--- src/rtl/adc_ctrl_params.svh ---
// offsets, field positions, reset values and conversion counts
`ifndef ADC_CTRL_PARAMS_SVH
`define ADC_CTRL_PARAMS_SVH

// ==========================================================================
// register offsets
`define OFS_RESULT_LOW 8'h78
`define OFS_RESULT_HIGH 8'h79
`define OFS_CTRL_STATUS_A 8'h7a
`define OFS_CTRL_STATUS_B 8'h7b
`define OFS_CHANNEL_SELECT 8'h7c
`define OFS_PIN_DISABLE 8'h7e

// ==========================================================================
// field positions
`define CSA_ENABLE_BIT 7
`define CSA_START_BIT 6
`define CSA_AUTO_TRIG_BIT 5
`define CSA_DONE_FLAG_BIT 4
`define CSA_IRQ_ENABLE_BIT 3
`define CHS_LEFT_ALIGN_BIT 5

// ==========================================================================
// reset values and conversion lengths in converter clocks
`define REG_RESET_VALUE 8'h00
`define FIRST_CONV_CLKS 5'd25
`define NORMAL_CONV_CLKS 5'd13

`endif

--- src/rtl/adc_ctrl_pkg.sv ---
// types shared by the converter control block
package adc_ctrl_pkg;

   // ==========================================================================
   // trigger sources, in select-code order
   typedef enum logic [2:0] {
      TRIG_FREE_RUN,
      TRIG_COMPARATOR,
      TRIG_EXT_INT0,
      TRIG_T0_COMPARE_A,
      TRIG_T0_OVERFLOW,
      TRIG_T1_COMPARE_B,
      TRIG_T1_OVERFLOW,
      TRIG_T1_CAPTURE
   } trig_src_e;

   typedef struct packed {
      logic t1Capture;
      logic t1Overflow;
      logic t1CompareB;
      logic t0Overflow;
      logic t0CompareA;
      logic extInt0;
      logic comparator;
   } trig_flags_s;

   typedef enum logic {CONV_IDLE, CONV_RUN} conv_state_e;

   // ==========================================================================
   // module state records
   typedef struct packed {
      logic [6:0] count;
      logic tick;
   } div_state_s;

   typedef struct packed {
      logic prevLevel;
      trig_src_e prevSel;
      logic pulse;
   } trig_state_s;

   typedef struct packed {
      conv_state_e convState;
      logic converterEnable;
      logic autoTriggerEnable;
      logic conversionDoneFlag;
      logic doneIrqEnable;
      logic [2:0] clockDivideSelect;
      trig_src_e triggerSourceSelect;
      logic [1:0] refSelect;
      logic leftAlignSelect;
      logic [4:0] inputChannelBits;
      logic [7:0] pinInputDisableBits;
      logic firstPending;
      logic [4:0] convClkCount;
      logic [9:0] conversionResult;
      logic readLock;
      logic [7:0] rdData;
      logic [7:0] pinRead;
      logic convStartPulse;
   } ctrl_state_s;

endpackage

--- src/rtl/adc_ctrl_top.sv ---
// converter control: divider, result bytes, read lock, auto trigger
//
// Behaviour
// - converter clock is system clock divided by 2,2,4,8..128 per select
// - right aligned: result 9:8 in high byte bits 1:0, 7:0 in low
// - left aligned: result 9:2 in high byte, 1:0 in low bits 7:6
// - each finished conversion is stored into the result bytes unless the read lock is set
// - reading low byte freezes both result bytes until high is read
// - result bytes are read only and reset to zero
// - trigger select matters only while auto trigger is enabled
// - auto trigger starts a conversion on each rising selected flag seen while idle
// - switching from a clear source to a set one is an edge
// - switching to free running never produces a trigger
// - trigger codes: free, comparator, int0, t0 cmpA, t0 ovf, t1 ...
// - set input disable bit blanks the digital pin read to zero
// - auto trigger enable starts conversions on trigger edges
// - done flag sets on completion; clears on vector entry or write one
// - start reads one while busy; first conversion 25 clocks, then 13
// - alignment change takes effect on the result bytes at once
`include "adc_ctrl_params.svh"
`timescale 1ns/10ps
`default_nettype none
module adc_ctrl_top (
   input wire logic sys_clk,
   input wire logic resetn,
   input wire logic [7:0] regAddr,
   input wire logic [7:0] regWrData,
   input wire logic regWr,
   input wire logic regRd,
   output logic [7:0] regRdData,
   input wire logic [9:0] sampleData,
   input wire adc_ctrl_pkg::trig_flags_s trigFlags,
   input wire logic vectorAck,
   input wire logic [7:0] pinLevel,
   output logic [7:0] pinRead,
   output logic [7:0] inputBufferOff,
   output logic convBusy,
   output logic convSampleStart,
   output logic convClkTick,
   output logic conversionDoneFlag,
   output logic doneIrqRequest,
   output logic [4:0] inputChannelBits,
   output logic [1:0] refSelect
);

   // ==========================================================================
   // reset release
   logic rstMeta;
   logic rstN;

   always_ff @(posedge sys_clk or negedge resetn) begin
      if (!resetn) begin
         rstMeta <= 1'b0;
         rstN <= 1'b0;
      end else begin
         rstMeta <= 1'b1;
         rstN <= rstMeta;
      end
   end

   // ==========================================================================
   // state and helpers
   adc_ctrl_pkg::ctrl_state_s st_ff;
   adc_ctrl_pkg::ctrl_state_s nxt_st;
   logic trigPulse;
   logic wrA;
   logic wrB;
   logic wrMux;
   logic wrDis;
   logic rdLow;
   logic rdHigh;
   logic startReq;
   logic autoStart;
   logic convEnd;
   logic [4:0] convLen;

   // result bytes are formatted at read time from the raw value
   function automatic logic [7:0] resultByte(input logic [9:0] r,
                                             input logic left,
                                             input logic high);
      logic [7:0] b;
      if (left) begin
         b = high ? r[9:2] : {r[1:0], 6'h00};
      end else begin
         b = high ? {6'h00, r[9:8]} : r[7:0];
      end
      return b;
   endfunction

   adc_clk_divider u_div (
      .sys_clk(sys_clk),
      .rstN(rstN),
      .run(st_ff.converterEnable),
      .divideSelect(st_ff.clockDivideSelect),
      .convClkTick(convClkTick)
   );

   adc_trig_edge u_trig (
      .sys_clk(sys_clk),
      .rstN(rstN),
      .autoTriggerEnable(st_ff.autoTriggerEnable),
      .triggerSourceSelect(st_ff.triggerSourceSelect),
      .trigFlags(trigFlags),
      .doneFlag(st_ff.conversionDoneFlag),
      .trigPulse(trigPulse)
   );

   // ==========================================================================
   // register access and conversion sequencing
   always_comb begin
      nxt_st = st_ff;
      nxt_st.convStartPulse = 1'b0;
      nxt_st.rdData = `REG_RESET_VALUE;
      wrA = regWr && (regAddr == `OFS_CTRL_STATUS_A);
      wrB = regWr && (regAddr == `OFS_CTRL_STATUS_B);
      wrMux = regWr && (regAddr == `OFS_CHANNEL_SELECT);
      wrDis = regWr && (regAddr == `OFS_PIN_DISABLE);
      rdLow = regRd && (regAddr == `OFS_RESULT_LOW);
      rdHigh = regRd && (regAddr == `OFS_RESULT_HIGH);
      startReq = 1'b0;
      convLen = st_ff.firstPending ? `FIRST_CONV_CLKS
                                   : `NORMAL_CONV_CLKS;
      convEnd = (st_ff.convState == adc_ctrl_pkg::CONV_RUN) &&
                st_ff.converterEnable && convClkTick &&
                (st_ff.convClkCount == convLen - 5'd1);

      if (wrA) begin
         nxt_st.converterEnable = regWrData[`CSA_ENABLE_BIT];
         nxt_st.autoTriggerEnable = regWrData[`CSA_AUTO_TRIG_BIT];
         nxt_st.doneIrqEnable = regWrData[`CSA_IRQ_ENABLE_BIT];
         nxt_st.clockDivideSelect = regWrData[2:0];
         if (regWrData[`CSA_DONE_FLAG_BIT]) begin
            nxt_st.conversionDoneFlag = 1'b0;
         end
         if (regWrData[`CSA_ENABLE_BIT] && !st_ff.converterEnable) begin
            nxt_st.firstPending = 1'b1;
         end
         // writing zero to start has no effect
         startReq = regWrData[`CSA_START_BIT] && regWrData[`CSA_ENABLE_BIT];
      end
      if (vectorAck) begin
         nxt_st.conversionDoneFlag = 1'b0;
      end
      if (wrB) begin
         // only the select field is stored; bit 7 reads back as zero
         nxt_st.triggerSourceSelect =
            adc_ctrl_pkg::trig_src_e'(regWrData[2:0]);
      end
      if (wrMux) begin
         nxt_st.refSelect = regWrData[7:6];
         nxt_st.leftAlignSelect = regWrData[`CHS_LEFT_ALIGN_BIT];
         nxt_st.inputChannelBits = regWrData[4:0];
      end
      if (wrDis) begin
         nxt_st.pinInputDisableBits = regWrData;
      end

      // low read locks the pair; high read releases it
      if (rdLow) begin
         nxt_st.readLock = 1'b1;
      end
      if (rdHigh) begin
         nxt_st.readLock = 1'b0;
      end

      autoStart = st_ff.autoTriggerEnable && st_ff.converterEnable &&
                  trigPulse;

      unique case (st_ff.convState)
         adc_ctrl_pkg::CONV_IDLE: begin
            if ((startReq || autoStart) && nxt_st.converterEnable) begin
               nxt_st.convState = adc_ctrl_pkg::CONV_RUN;
               nxt_st.convClkCount = 5'd0;
               nxt_st.convStartPulse = 1'b1;
            end
         end
         adc_ctrl_pkg::CONV_RUN: begin
            if (!nxt_st.converterEnable) begin
               // turning the converter off abandons the conversion
               nxt_st.convState = adc_ctrl_pkg::CONV_IDLE;
            end else if (convEnd) begin
               nxt_st.convState = adc_ctrl_pkg::CONV_IDLE;
               nxt_st.firstPending = 1'b0;
               // a result finished while locked is dropped, not queued
               if (!nxt_st.readLock) begin
                  nxt_st.conversionResult = sampleData;
               end
               // set is applied last so it wins over a same-cycle clear
               nxt_st.conversionDoneFlag = 1'b1;
            end else if (convClkTick) begin
               nxt_st.convClkCount = st_ff.convClkCount + 5'd1;
            end
         end
      endcase

      // result bytes have no write path
      if (rdLow || rdHigh) begin
         nxt_st.rdData = resultByte(st_ff.conversionResult,
                                    st_ff.leftAlignSelect,
                                    rdHigh);
      end else if (regRd && regAddr == `OFS_CTRL_STATUS_A) begin
         nxt_st.rdData = {st_ff.converterEnable,
                          st_ff.convState == adc_ctrl_pkg::CONV_RUN,
                          st_ff.autoTriggerEnable, st_ff.conversionDoneFlag,
                          st_ff.doneIrqEnable,
                          st_ff.clockDivideSelect};
      end else if (regRd && regAddr == `OFS_CTRL_STATUS_B) begin
         nxt_st.rdData = {5'h00, st_ff.triggerSourceSelect};
      end else if (regRd && regAddr == `OFS_CHANNEL_SELECT) begin
         nxt_st.rdData = {st_ff.refSelect, st_ff.leftAlignSelect,
                          st_ff.inputChannelBits};
      end else if (regRd && regAddr == `OFS_PIN_DISABLE) begin
         nxt_st.rdData = st_ff.pinInputDisableBits;
      end

      nxt_st.pinRead = pinLevel & ~nxt_st.pinInputDisableBits;
   end

   always_ff @(posedge sys_clk) begin
      if (!rstN) begin
         st_ff <= '0;
      end else begin
         st_ff <= nxt_st;
      end
   end

   // ==========================================================================
   // outputs
   assign regRdData = st_ff.rdData;
   assign pinRead = st_ff.pinRead;
   assign inputBufferOff = st_ff.pinInputDisableBits;
   assign convBusy = (st_ff.convState == adc_ctrl_pkg::CONV_RUN);
   assign convSampleStart = st_ff.convStartPulse;
   assign conversionDoneFlag = st_ff.conversionDoneFlag;
   assign doneIrqRequest = st_ff.conversionDoneFlag && st_ff.doneIrqEnable;
   assign inputChannelBits = st_ff.inputChannelBits;
   assign refSelect = st_ff.refSelect;

   // ==========================================================================
   // checks
   property p_right_align;
      @(posedge sys_clk) disable iff (!rstN)
      (rdHigh && !st_ff.leftAlignSelect) |=>
      regRdData == {6'h00, $past(st_ff.conversionResult[9:8])};
   endproperty
   a_right_align: assert property (p_right_align)
      else $error("right aligned high byte wrong");

   property p_left_low;
      @(posedge sys_clk) disable iff (!rstN)
      (rdLow && st_ff.leftAlignSelect) |=>
      regRdData == {$past(st_ff.conversionResult[1:0]), 6'h00};
   endproperty
   a_left_low: assert property (p_left_low)
      else $error("left aligned low byte wrong");

   property p_capture;
      @(posedge sys_clk) disable iff (!rstN)
      (convEnd && !nxt_st.readLock && nxt_st.converterEnable) |=>
      st_ff.conversionResult == $past(sampleData);
   endproperty
   a_capture: assert property (p_capture)
      else $error("completed result not stored");

   property p_lock;
      @(posedge sys_clk) disable iff (!rstN)
      (st_ff.readLock && !rdHigh) |=> $stable(st_ff.conversionResult);
   endproperty
   a_lock: assert property (p_lock)
      else $error("result changed while locked");

   property p_done_set;
      @(posedge sys_clk) disable iff (!rstN)
      (convEnd && nxt_st.converterEnable) |=> conversionDoneFlag;
   endproperty
   a_done_set: assert property (p_done_set)
      else $error("done flag not set at completion");

   property p_start_busy;
      @(posedge sys_clk) disable iff (!rstN)
      (!convBusy && wrA && regWrData[`CSA_ENABLE_BIT] &&
       regWrData[`CSA_START_BIT]) |=> convBusy ##0 convSampleStart;
   endproperty
   a_start_busy: assert property (p_start_busy)
      else $error("start request did not begin a conversion");

   property p_pin_blank;
      @(posedge sys_clk) disable iff (!rstN)
      ##1 1'b1 |-> (inputBufferOff & pinRead) == 8'h00;
   endproperty
   a_pin_blank: assert property (p_pin_blank)
      else $error("disabled pin read not zero");

   property p_vector_clear;
      @(posedge sys_clk) disable iff (!rstN)
      (vectorAck && !convEnd) |=> !conversionDoneFlag;
   endproperty
   a_vector_clear: assert property (p_vector_clear)
      else $error("vector entry did not clear done flag");

   property p_left_high;
      @(posedge sys_clk) disable iff (!rstN)
      (rdHigh && st_ff.leftAlignSelect) |=>
      regRdData == $past(st_ff.conversionResult[9:2]);
   endproperty
   a_left_high: assert property (p_left_high)
      else $error("left aligned high byte wrong");

endmodule
`default_nettype wire

--- src/rtl/adc_clk_divider.sv ---
// converter clock divider producing a one-cycle tick
`timescale 1ns/10ps
`default_nettype none
module adc_clk_divider (
   input wire logic sys_clk,
   input wire logic rstN,
   input wire logic run,
   input wire logic [2:0] divideSelect,
   output logic convClkTick
);

   adc_ctrl_pkg::div_state_s st_ff;
   adc_ctrl_pkg::div_state_s nxt_st;
   logic [6:0] mask;

   // codes 0 and 1 both give two; the rest give two to the power of code
   function automatic logic [6:0] divMask(input logic [2:0] sel);
      logic [7:0] m;
      m = (8'h01 << sel) - 8'h01;
      if (sel == 3'h0) begin
         m = 8'h01;
      end
      return m[6:0];
   endfunction

   always_comb begin
      nxt_st = st_ff;
      mask = divMask(divideSelect);
      // counter held at zero while off so the first tick is a full period
      nxt_st.count = run ? st_ff.count + 7'h01 : 7'h00;
      nxt_st.tick = run && ((st_ff.count & mask) == mask);
   end

   always_ff @(posedge sys_clk) begin
      if (!rstN) begin
         st_ff <= '0;
      end else begin
         st_ff <= nxt_st;
      end
   end

   assign convClkTick = st_ff.tick;

   property p_div_four;
      @(posedge sys_clk) disable iff (!rstN)
      (run && divideSelect == 3'h2)[*6] ##1
      (run && divideSelect == 3'h2 && st_ff.tick) |-> $past(st_ff.tick, 4);
   endproperty
   a_div_four: assert property (p_div_four)
      else $error("divide by four tick spacing wrong");

endmodule
`default_nettype wire

--- src/rtl/adc_trig_edge.sv ---
// trigger source selection and rising edge detection
`timescale 1ns/10ps
`default_nettype none
module adc_trig_edge (
   input wire logic sys_clk,
   input wire logic rstN,
   input wire logic autoTriggerEnable,
   input wire adc_ctrl_pkg::trig_src_e triggerSourceSelect,
   input wire adc_ctrl_pkg::trig_flags_s trigFlags,
   input wire logic doneFlag,
   output logic trigPulse
);

   adc_ctrl_pkg::trig_state_s st_ff;
   adc_ctrl_pkg::trig_state_s nxt_st;
   logic level;
   logic toFreeRun;

   always_comb begin
      nxt_st = st_ff;
      unique case (triggerSourceSelect)
         adc_ctrl_pkg::TRIG_FREE_RUN: level = doneFlag;
         adc_ctrl_pkg::TRIG_COMPARATOR: level = trigFlags.comparator;
         adc_ctrl_pkg::TRIG_EXT_INT0: level = trigFlags.extInt0;
         adc_ctrl_pkg::TRIG_T0_COMPARE_A: level = trigFlags.t0CompareA;
         adc_ctrl_pkg::TRIG_T0_OVERFLOW: level = trigFlags.t0Overflow;
         adc_ctrl_pkg::TRIG_T1_COMPARE_B: level = trigFlags.t1CompareB;
         adc_ctrl_pkg::TRIG_T1_OVERFLOW: level = trigFlags.t1Overflow;
         adc_ctrl_pkg::TRIG_T1_CAPTURE: level = trigFlags.t1Capture;
      endcase
      toFreeRun = (triggerSourceSelect == adc_ctrl_pkg::TRIG_FREE_RUN) &&
                  (st_ff.prevSel != adc_ctrl_pkg::TRIG_FREE_RUN);
      // edge is taken on the muxed level, so a source switch can create one
      nxt_st.prevLevel = level;
      nxt_st.prevSel = triggerSourceSelect;
      nxt_st.pulse = autoTriggerEnable && level && !st_ff.prevLevel &&
                     !toFreeRun;
   end

   always_ff @(posedge sys_clk) begin
      if (!rstN) begin
         st_ff <= '0;
      end else begin
         st_ff <= nxt_st;
      end
   end

   assign trigPulse = st_ff.pulse;

   property p_free_switch;
      @(posedge sys_clk) disable iff (!rstN)
      toFreeRun |=> !trigPulse;
   endproperty
   a_free_switch: assert property (p_free_switch)
      else $error("switch to free running made a trigger");

   property p_auto_off;
      @(posedge sys_clk) disable iff (!rstN)
      !autoTriggerEnable |=> !trigPulse;
   endproperty
   a_auto_off: assert property (p_auto_off)
      else $error("trigger without auto trigger enable");

endmodule
`default_nettype wire

--- config.mk ---
export PLATFORM = sky130hd
export DESIGN_NAME = adc_ctrl_top
export DESIGN_NICKNAME = d
export VERILOG_FILES = /design/src/rtl/adc_ctrl_pkg.sv /design/src/rtl/adc_ctrl_top.sv /design/src/rtl/adc_clk_divider.sv /design/src/rtl/adc_trig_edge.sv
export VERILOG_INCLUDE_DIRS = /design/src /design/src/rtl
export SDC_FILE = /design/constraint.sdc
export NUM_CORES = 1
export LEC_CHECK = 0
export ABC_AREA = 0
export BUFFER_PORTS_ARGS = -buffer_cell sky130_fd_sc_hd__clkbuf_2
export CAP_MARGIN = 20
export CORE_MARGIN = 2
export CORE_UTILIZATION = 54
export CTS_CLUSTER_DIAMETER = 40
export DETAILED_ROUTE_END_ITERATION = 16
export PLACE_DENSITY = 0.79
export SLEW_MARGIN = 20
export SYNTH_ARGS = -nofsm -noshare
export SYNTH_HDL_FRONTEND = slang
export SYNTH_HIERARCHICAL = 1
export SYNTH_SLANG_ARGS = --single-unit
--- constraint.sdc ---
create_clock -name sys_clk -period 2.7 [get_ports sys_clk]
set_clock_uncertainty 0.15 [all_clocks]
set_input_delay 0.54 -clock sys_clk [delete_from_list [all_inputs] [get_ports sys_clk]]
set_output_delay 0.54 -clock sys_clk [all_outputs]
set_load 0.005 [all_outputs]
# After elaboration in Yosys (flattened, before gate mapping)
# Index checks and enable logic that the tools add are counted.
# W data, S select, Z words.
# word_totals
input_bits,46
ramBits,0
word_cells,127
ff_bits,76
memories,0
romBits,0
latch_bits,0
# classes
n_div,0
n_eq_ne,19
reduce_logical,36
n_bitwise,6
n_lt_le_gt_ge,0
addsub,4
mul,0
shift,1
muxes,36
# ops
op,count
$mux W8,9
$eq A8 B7 Y1 const B,6
$logic_and A1 B1 Y1,24
$mux W10,2
$mux W5,4
$mux W16,1
$mux W1,15
$mux W7,2
$eq A3 B3 Y1 const B,4
$pmux W5 S2,1
$and A8 B8 Y8,1
$not A8 Y8,1
$pmux W1 S8,1
$reduce_and A4 Y1,2
$add A7 B1 Y7 const B,1
$and A7 B7 Y7,1
$eq A7 B7 Y1,1
$shl A1 B3 Y7 const A,1
$sub A7 B1 Y7 const B,1
$eq A3 B2 Y1 const B,2
$logic_not A3 Y1,2
$add A5 B1 Y5 const B,1
$eq A5 B5 Y1,1
$sub A5 B1 Y5 const B,1
10 further kinds,17

# Longest topological paths before layout
# depth
ltp_word,8
ltp_mapped,8
depth_no_buf,7

# Modules after synthesis
# The synthesis kept the hierarchy.
# by_module_without_submodules
mod,seq_area_each_um2,instances,cells_per_inst,area_per_inst_um2
adc_ctrl_top,1271.2,1,338,3096.7
adc_clk_divider,160.2,1,39,346.6
adc_trig_edge,100.1,1,23,277.8

# Least setup slack after synthesis
# Ideal clock, no wire load.
# synth_timing
kind,input port to flip-flop
startpoint,in regAddr[1]
endpoint,reg st_ff[30] (netlist name)
setup_slack_ns,0.314
path_stages,7
t_required_ns,2.462
arrival_time_ns,2.148
cell_sequence,buf_2 and3b_1 and3_1 buf_6 mux2i_2 or4b_4 o32ai_2
# synth_via
elab_chain_cells,7
elab_cells_between_ends,9
# synth_lines
item,line,text
"start, declared",adc_ctrl_top.sv:26,"input wire logic [7:0] regAddr,"
$eq A8 B7 Y1 (no source line) *,n/a,
$logic_and A1 B1 Y1 *,adc_ctrl_top.sv:114,wrA = regWr && (regAddr == `OFS_CTRL_STATUS_A);
$mux W1,adc_ctrl_top.sv:127,if (wrA) begin
$logic_or A1 B1 Y1,adc_ctrl_top.sv:171,if ((startReq || autoStart) && nxt_st.converterEnable) begin
$logic_and A1 B1 Y1,adc_ctrl_top.sv:171,
$ne A2 B2 Y1 (no source line),n/a,
$reduce_and A4 Y1 (no source line) *,n/a,
"end signal, assigned",adc_ctrl_top.sv:223,st_ff <= nxt_st;
"end, declared",adc_ctrl_top.sv:63,adc_ctrl_pkg::ctrl_state_s st_ff;
# Every way passes the cells marked *; elsewhere a longest branch is shown, timed or not.
# A chain may end at the register's enable or synchronous reset.

# Worst setup path in the final report
# layout_timing
startpoint,reg st_ff[30] (netlist name)
endpoint,reg st_ff[26] (netlist name)
# layout_via
elab_chain_cells,3
# layout_lines
item,line,text
$eq A5 B5 Y1,adc_ctrl_top.sv:125,(st_ff.convClkCount == convLen - 5'd1);
$logic_and A1 B1 Y1,adc_ctrl_top.sv:124,st_ff.converterEnable && convClkTick &&
$reduce_and A4 Y1 (no source line),n/a,
# No other way between the ends.

==> results.md <==
- Max-slew violation count: 0
- Routed length per instance: between 10 and 15 µm
- H-tree Lvls: 3
- Syn nets: about 450
- Post-DR vias/cell: about 5.5
- Syn_area_per_cell: 9.30 µm²
- Share of cells above drive strength 1: roughly 28%
- Synth top area cells: dfxtp_1 (40%), mux2i_1 (8.3%), buf_4 (6.5%), nand2_1 (5.0%), nor2b_1 (4.2%)
- Worst skew pair latency: around 350 ps
- R2R setup slack: between 400 and 500 ps
- Slowest stage delay, CP: ~460 ps
- Setup bufs post-CTS: 0
- CP startpoint kind: flip-flop
- Die Area: 7570 µm²
- WL final: about 8000 µm
- XOR/XNOR share of the synthesized area: under 10%
- Multiplexer area fraction after synthesis: between 10% and 20%
- Endpoints failing setup: 0
- Die X: just under 90 µm
- Synth Area in Compound Gates: around an eighth
- Peak VDD IR: roughly 0.32 mV
- Most frequent cells in the layout: clkbuf_2 (81), dfxtp_1 (74), nand2_1 (50)
- Initial antenna violation count: 0
- Asr flop ratio synth: approximately 2.6%
- Largest net degree at the start of global routing: 52
- RSZ-0062 raised after global routing: no
- Kind of critical path: flip-flop to flip-flop
- Adder-cell area share of the yosys netlist: under 10%
- Post-placement cell count: ~520
- Synth Warn #: 6
- NumNets Final: about 500
- Io pins: 82
- Final hold violation count: 0
- Place WS: between 200 and 300 ps
- PD cells: a little under 500 nW/µm²
- Leakage: roughly 1.7 nW
- Critical path capture point type: flip-flop
- DR iter-0 viols: 150
- Synthesized area: 3720 µm²
- Status: complete, no violations
- IO Port Bufs: slightly above 80
- Die H: about 87 µm
- Setup TNS: 0 ps
- Total GRT Usage: approximately 22%
- Antenna cells: 0
- Mapped Cells: 400
- Crit path arrival time: around 2300 ps
- Synth cell types: 64
- Max Clock Freq: between 400 and 500 MHz
- Seq/Total Area, Yosys: between 40% and 50%
- Cts bufs inserted: 9
- Worst Hold Class: flip-flop to flip-flop
- Area share of and/or/nand/nor cells after synthesis: between 20 and 25%
- Cell row count: 30
- Max_cap viols: 0
- Vias in the first global route: approximately 2800
- Syn-to-layout area delta: 12.0%
- First-pass iteration count of the detailed router: 4
- Initial Utilization: roughly 55%
- Clock Tree Buf Depth: 2
- Area share of the largest cell type after synthesis: approximately two fifths
- Routed Antenna Nets: 0
- Largest family of logic cells by synthesized area: simple AND/OR/NAND/NOR gates
- CP Max Fanout: 10
- Clock root buffer: clkbuf_8
- Drt drc: 0
- Vias: 2957
- EDFF count, synth: 0
- Critical Path, Cell by Cell: or3b_2 > a21oi_1 > nand3_1 > nor3_1 > buf_4 > mux2i_1
- CTS tree: yes
- Biggest area consumer among synthesized cells: dfxtp_1
- Min cycle time layout: between 2000 and 2500 ps
- Hpwl dp: approximately 5900 µm
- Yosys reg bits: 76
- Placer Congestion: about 0.87
- Synth Flop Type: dfxtp_1
- Worst-path clk slew: roughly 70 ps
- Most common cell after layout, fill and taps aside: clkbuf_2
- Final Cycle Share: 82.2%
- GRT overflow: 0
- Setup slack after layout: approximately 480 ps
- Final non-filler cell total: between 500 and 600
- Hold WS: about 200 ps
- First-pass GRT wire length: 13200 µm
- Critical Path RT: ~2800 ps
- Slowest CP cell: or3b_2
- Fill count: ~570
- CTS Sinks: 76
- Core box area: about 6700 µm²
[final cells by class]
type	count	area (µm²)	share of cell area (%)
sequential	76	1530	36.8
timing repair buffer	92	490	11.8
clock buffer	12	155	3.72
clock inverter	4	23.8	0.570
tap	80	100	2.40
multi-input combinational	266	1830	44.0
inverter	9	33.8	0.811
[worst paths after layout]
path | startpoint | to | cells past startpoint
worst max-delay path | st_ff[30] | st_ff[26] | 6
worst min-delay path | rstMeta | rstN | 0
worst max register to register | st_ff[30] | st_ff[26] | 6
worst min register to register | rstMeta | rstN | 0
max in group asynchronous | resetn | rstN | 2
min in group asynchronous | resetn | rstMeta | 2
[synth_stat cells, types with 2 or more instances]
| cell | instances |
|---|---|
| and3_1 | 10 |
| nand3_1 | 10 |
| buf_2 | 4 |
| nand2_1 | 50 |
| a22oi_1 | 4 |
| o2bb2ai_1 | 3 |
| nand4b_1 | 2 |
| or3_1 | 2 |
| mux2i_1 | 31 |
| dfxtp_1 | 74 |
| o221ai_1 | 3 |
| a31oi_1 | 2 |
| ha_1 | 3 |
| nor3_1 | 5 |
| and3b_1 | 2 |
| a221oi_1 | 6 |
| nand2b_1 | 10 |
| inv_1 | 9 |
| buf_6 | 2 |
| mux2_4 | 2 |
| o21ai_0 | 6 |
| nor2_1 | 18 |
| o22ai_1 | 2 |
| a21boi_0 | 9 |
| a211oi_1 | 2 |
| xor2_1 | 4 |
| clkbuf_1 | 10 |
| nand4_1 | 3 |
| a21oi_1 | 9 |
| dfrtp_1 | 2 |
| nor2b_1 | 25 |
| and2_1 | 7 |
| mux2_2 | 6 |
| buf_4 | 32 |
| o21a_1 | 2 |
[where the power goes]
group / internal, W / switching, W
combinational: 0.0000561 / 0.0000579
sequential: 0.00113 / 0.00000783
clock: 0.000381 / 0.000403
[worst max-delay path: cells and delay by family (launching register included)]
family / cells / cell delay [ps]
flops: 1 / 420
buf+inv: 1 / 250
mux: 1 / 210
simple gates: 3 / 870
compound gates: 1 / 240
[stage by stage]
step           total power (W)  cell area [µm²]  util [%]
2_1_floorplan          0.00123             3720         -
3_3_place_gp           0.00127             3980      59.2
3_5_place_dp           0.00128             3980      59.2
4_1_cts                0.00205             4170      62.0
5_1_grt                0.00212             4170      62.0
6_report               0.00204             4170      62.0
[state kept, by name, indices dropped and copies added, names as in the netlist]
name	flops
u_div/st_ff	7
conversionDoneFlag	1
u_div/convClkTick	1
pinRead	8
inputChannelBits	5
u_trig/st_ff	4
regRdData	8
convSampleStart	1
st_ff	27
refSelect	2
rstMeta	1
u_trig/trigPulse	1
rstN	1
convBusy	1
inputBufferOff	8
[kinds of logic after synthesis]
kind of cell	count (synthesis)
other	1
DFF	76
muxes	40
buffers and inverters	58
adders and majority gates	3
AOI/OAI and AO/OA	62
xor gates and xnor gates	5
and+or+nand+nor	155
[what timing repair did]
| item | CTS | global route |
|---|---|---|
| hold buffers | 1 | 0 |
| gates resized for setup | 0 | 0 |
| hold endpoints to repair | 2 | 0 |
[routing by layer]
metal	global-route usage, %	wire [µm]	up-vias
li1	-	-	1472
met3	5.69	453	11
met2	36.3	3860	91
met1	28.7	3620	1383
met4	7.24	104	0
met5	0	0	-
No activity file was read; power rests on OpenSTA's default activity.
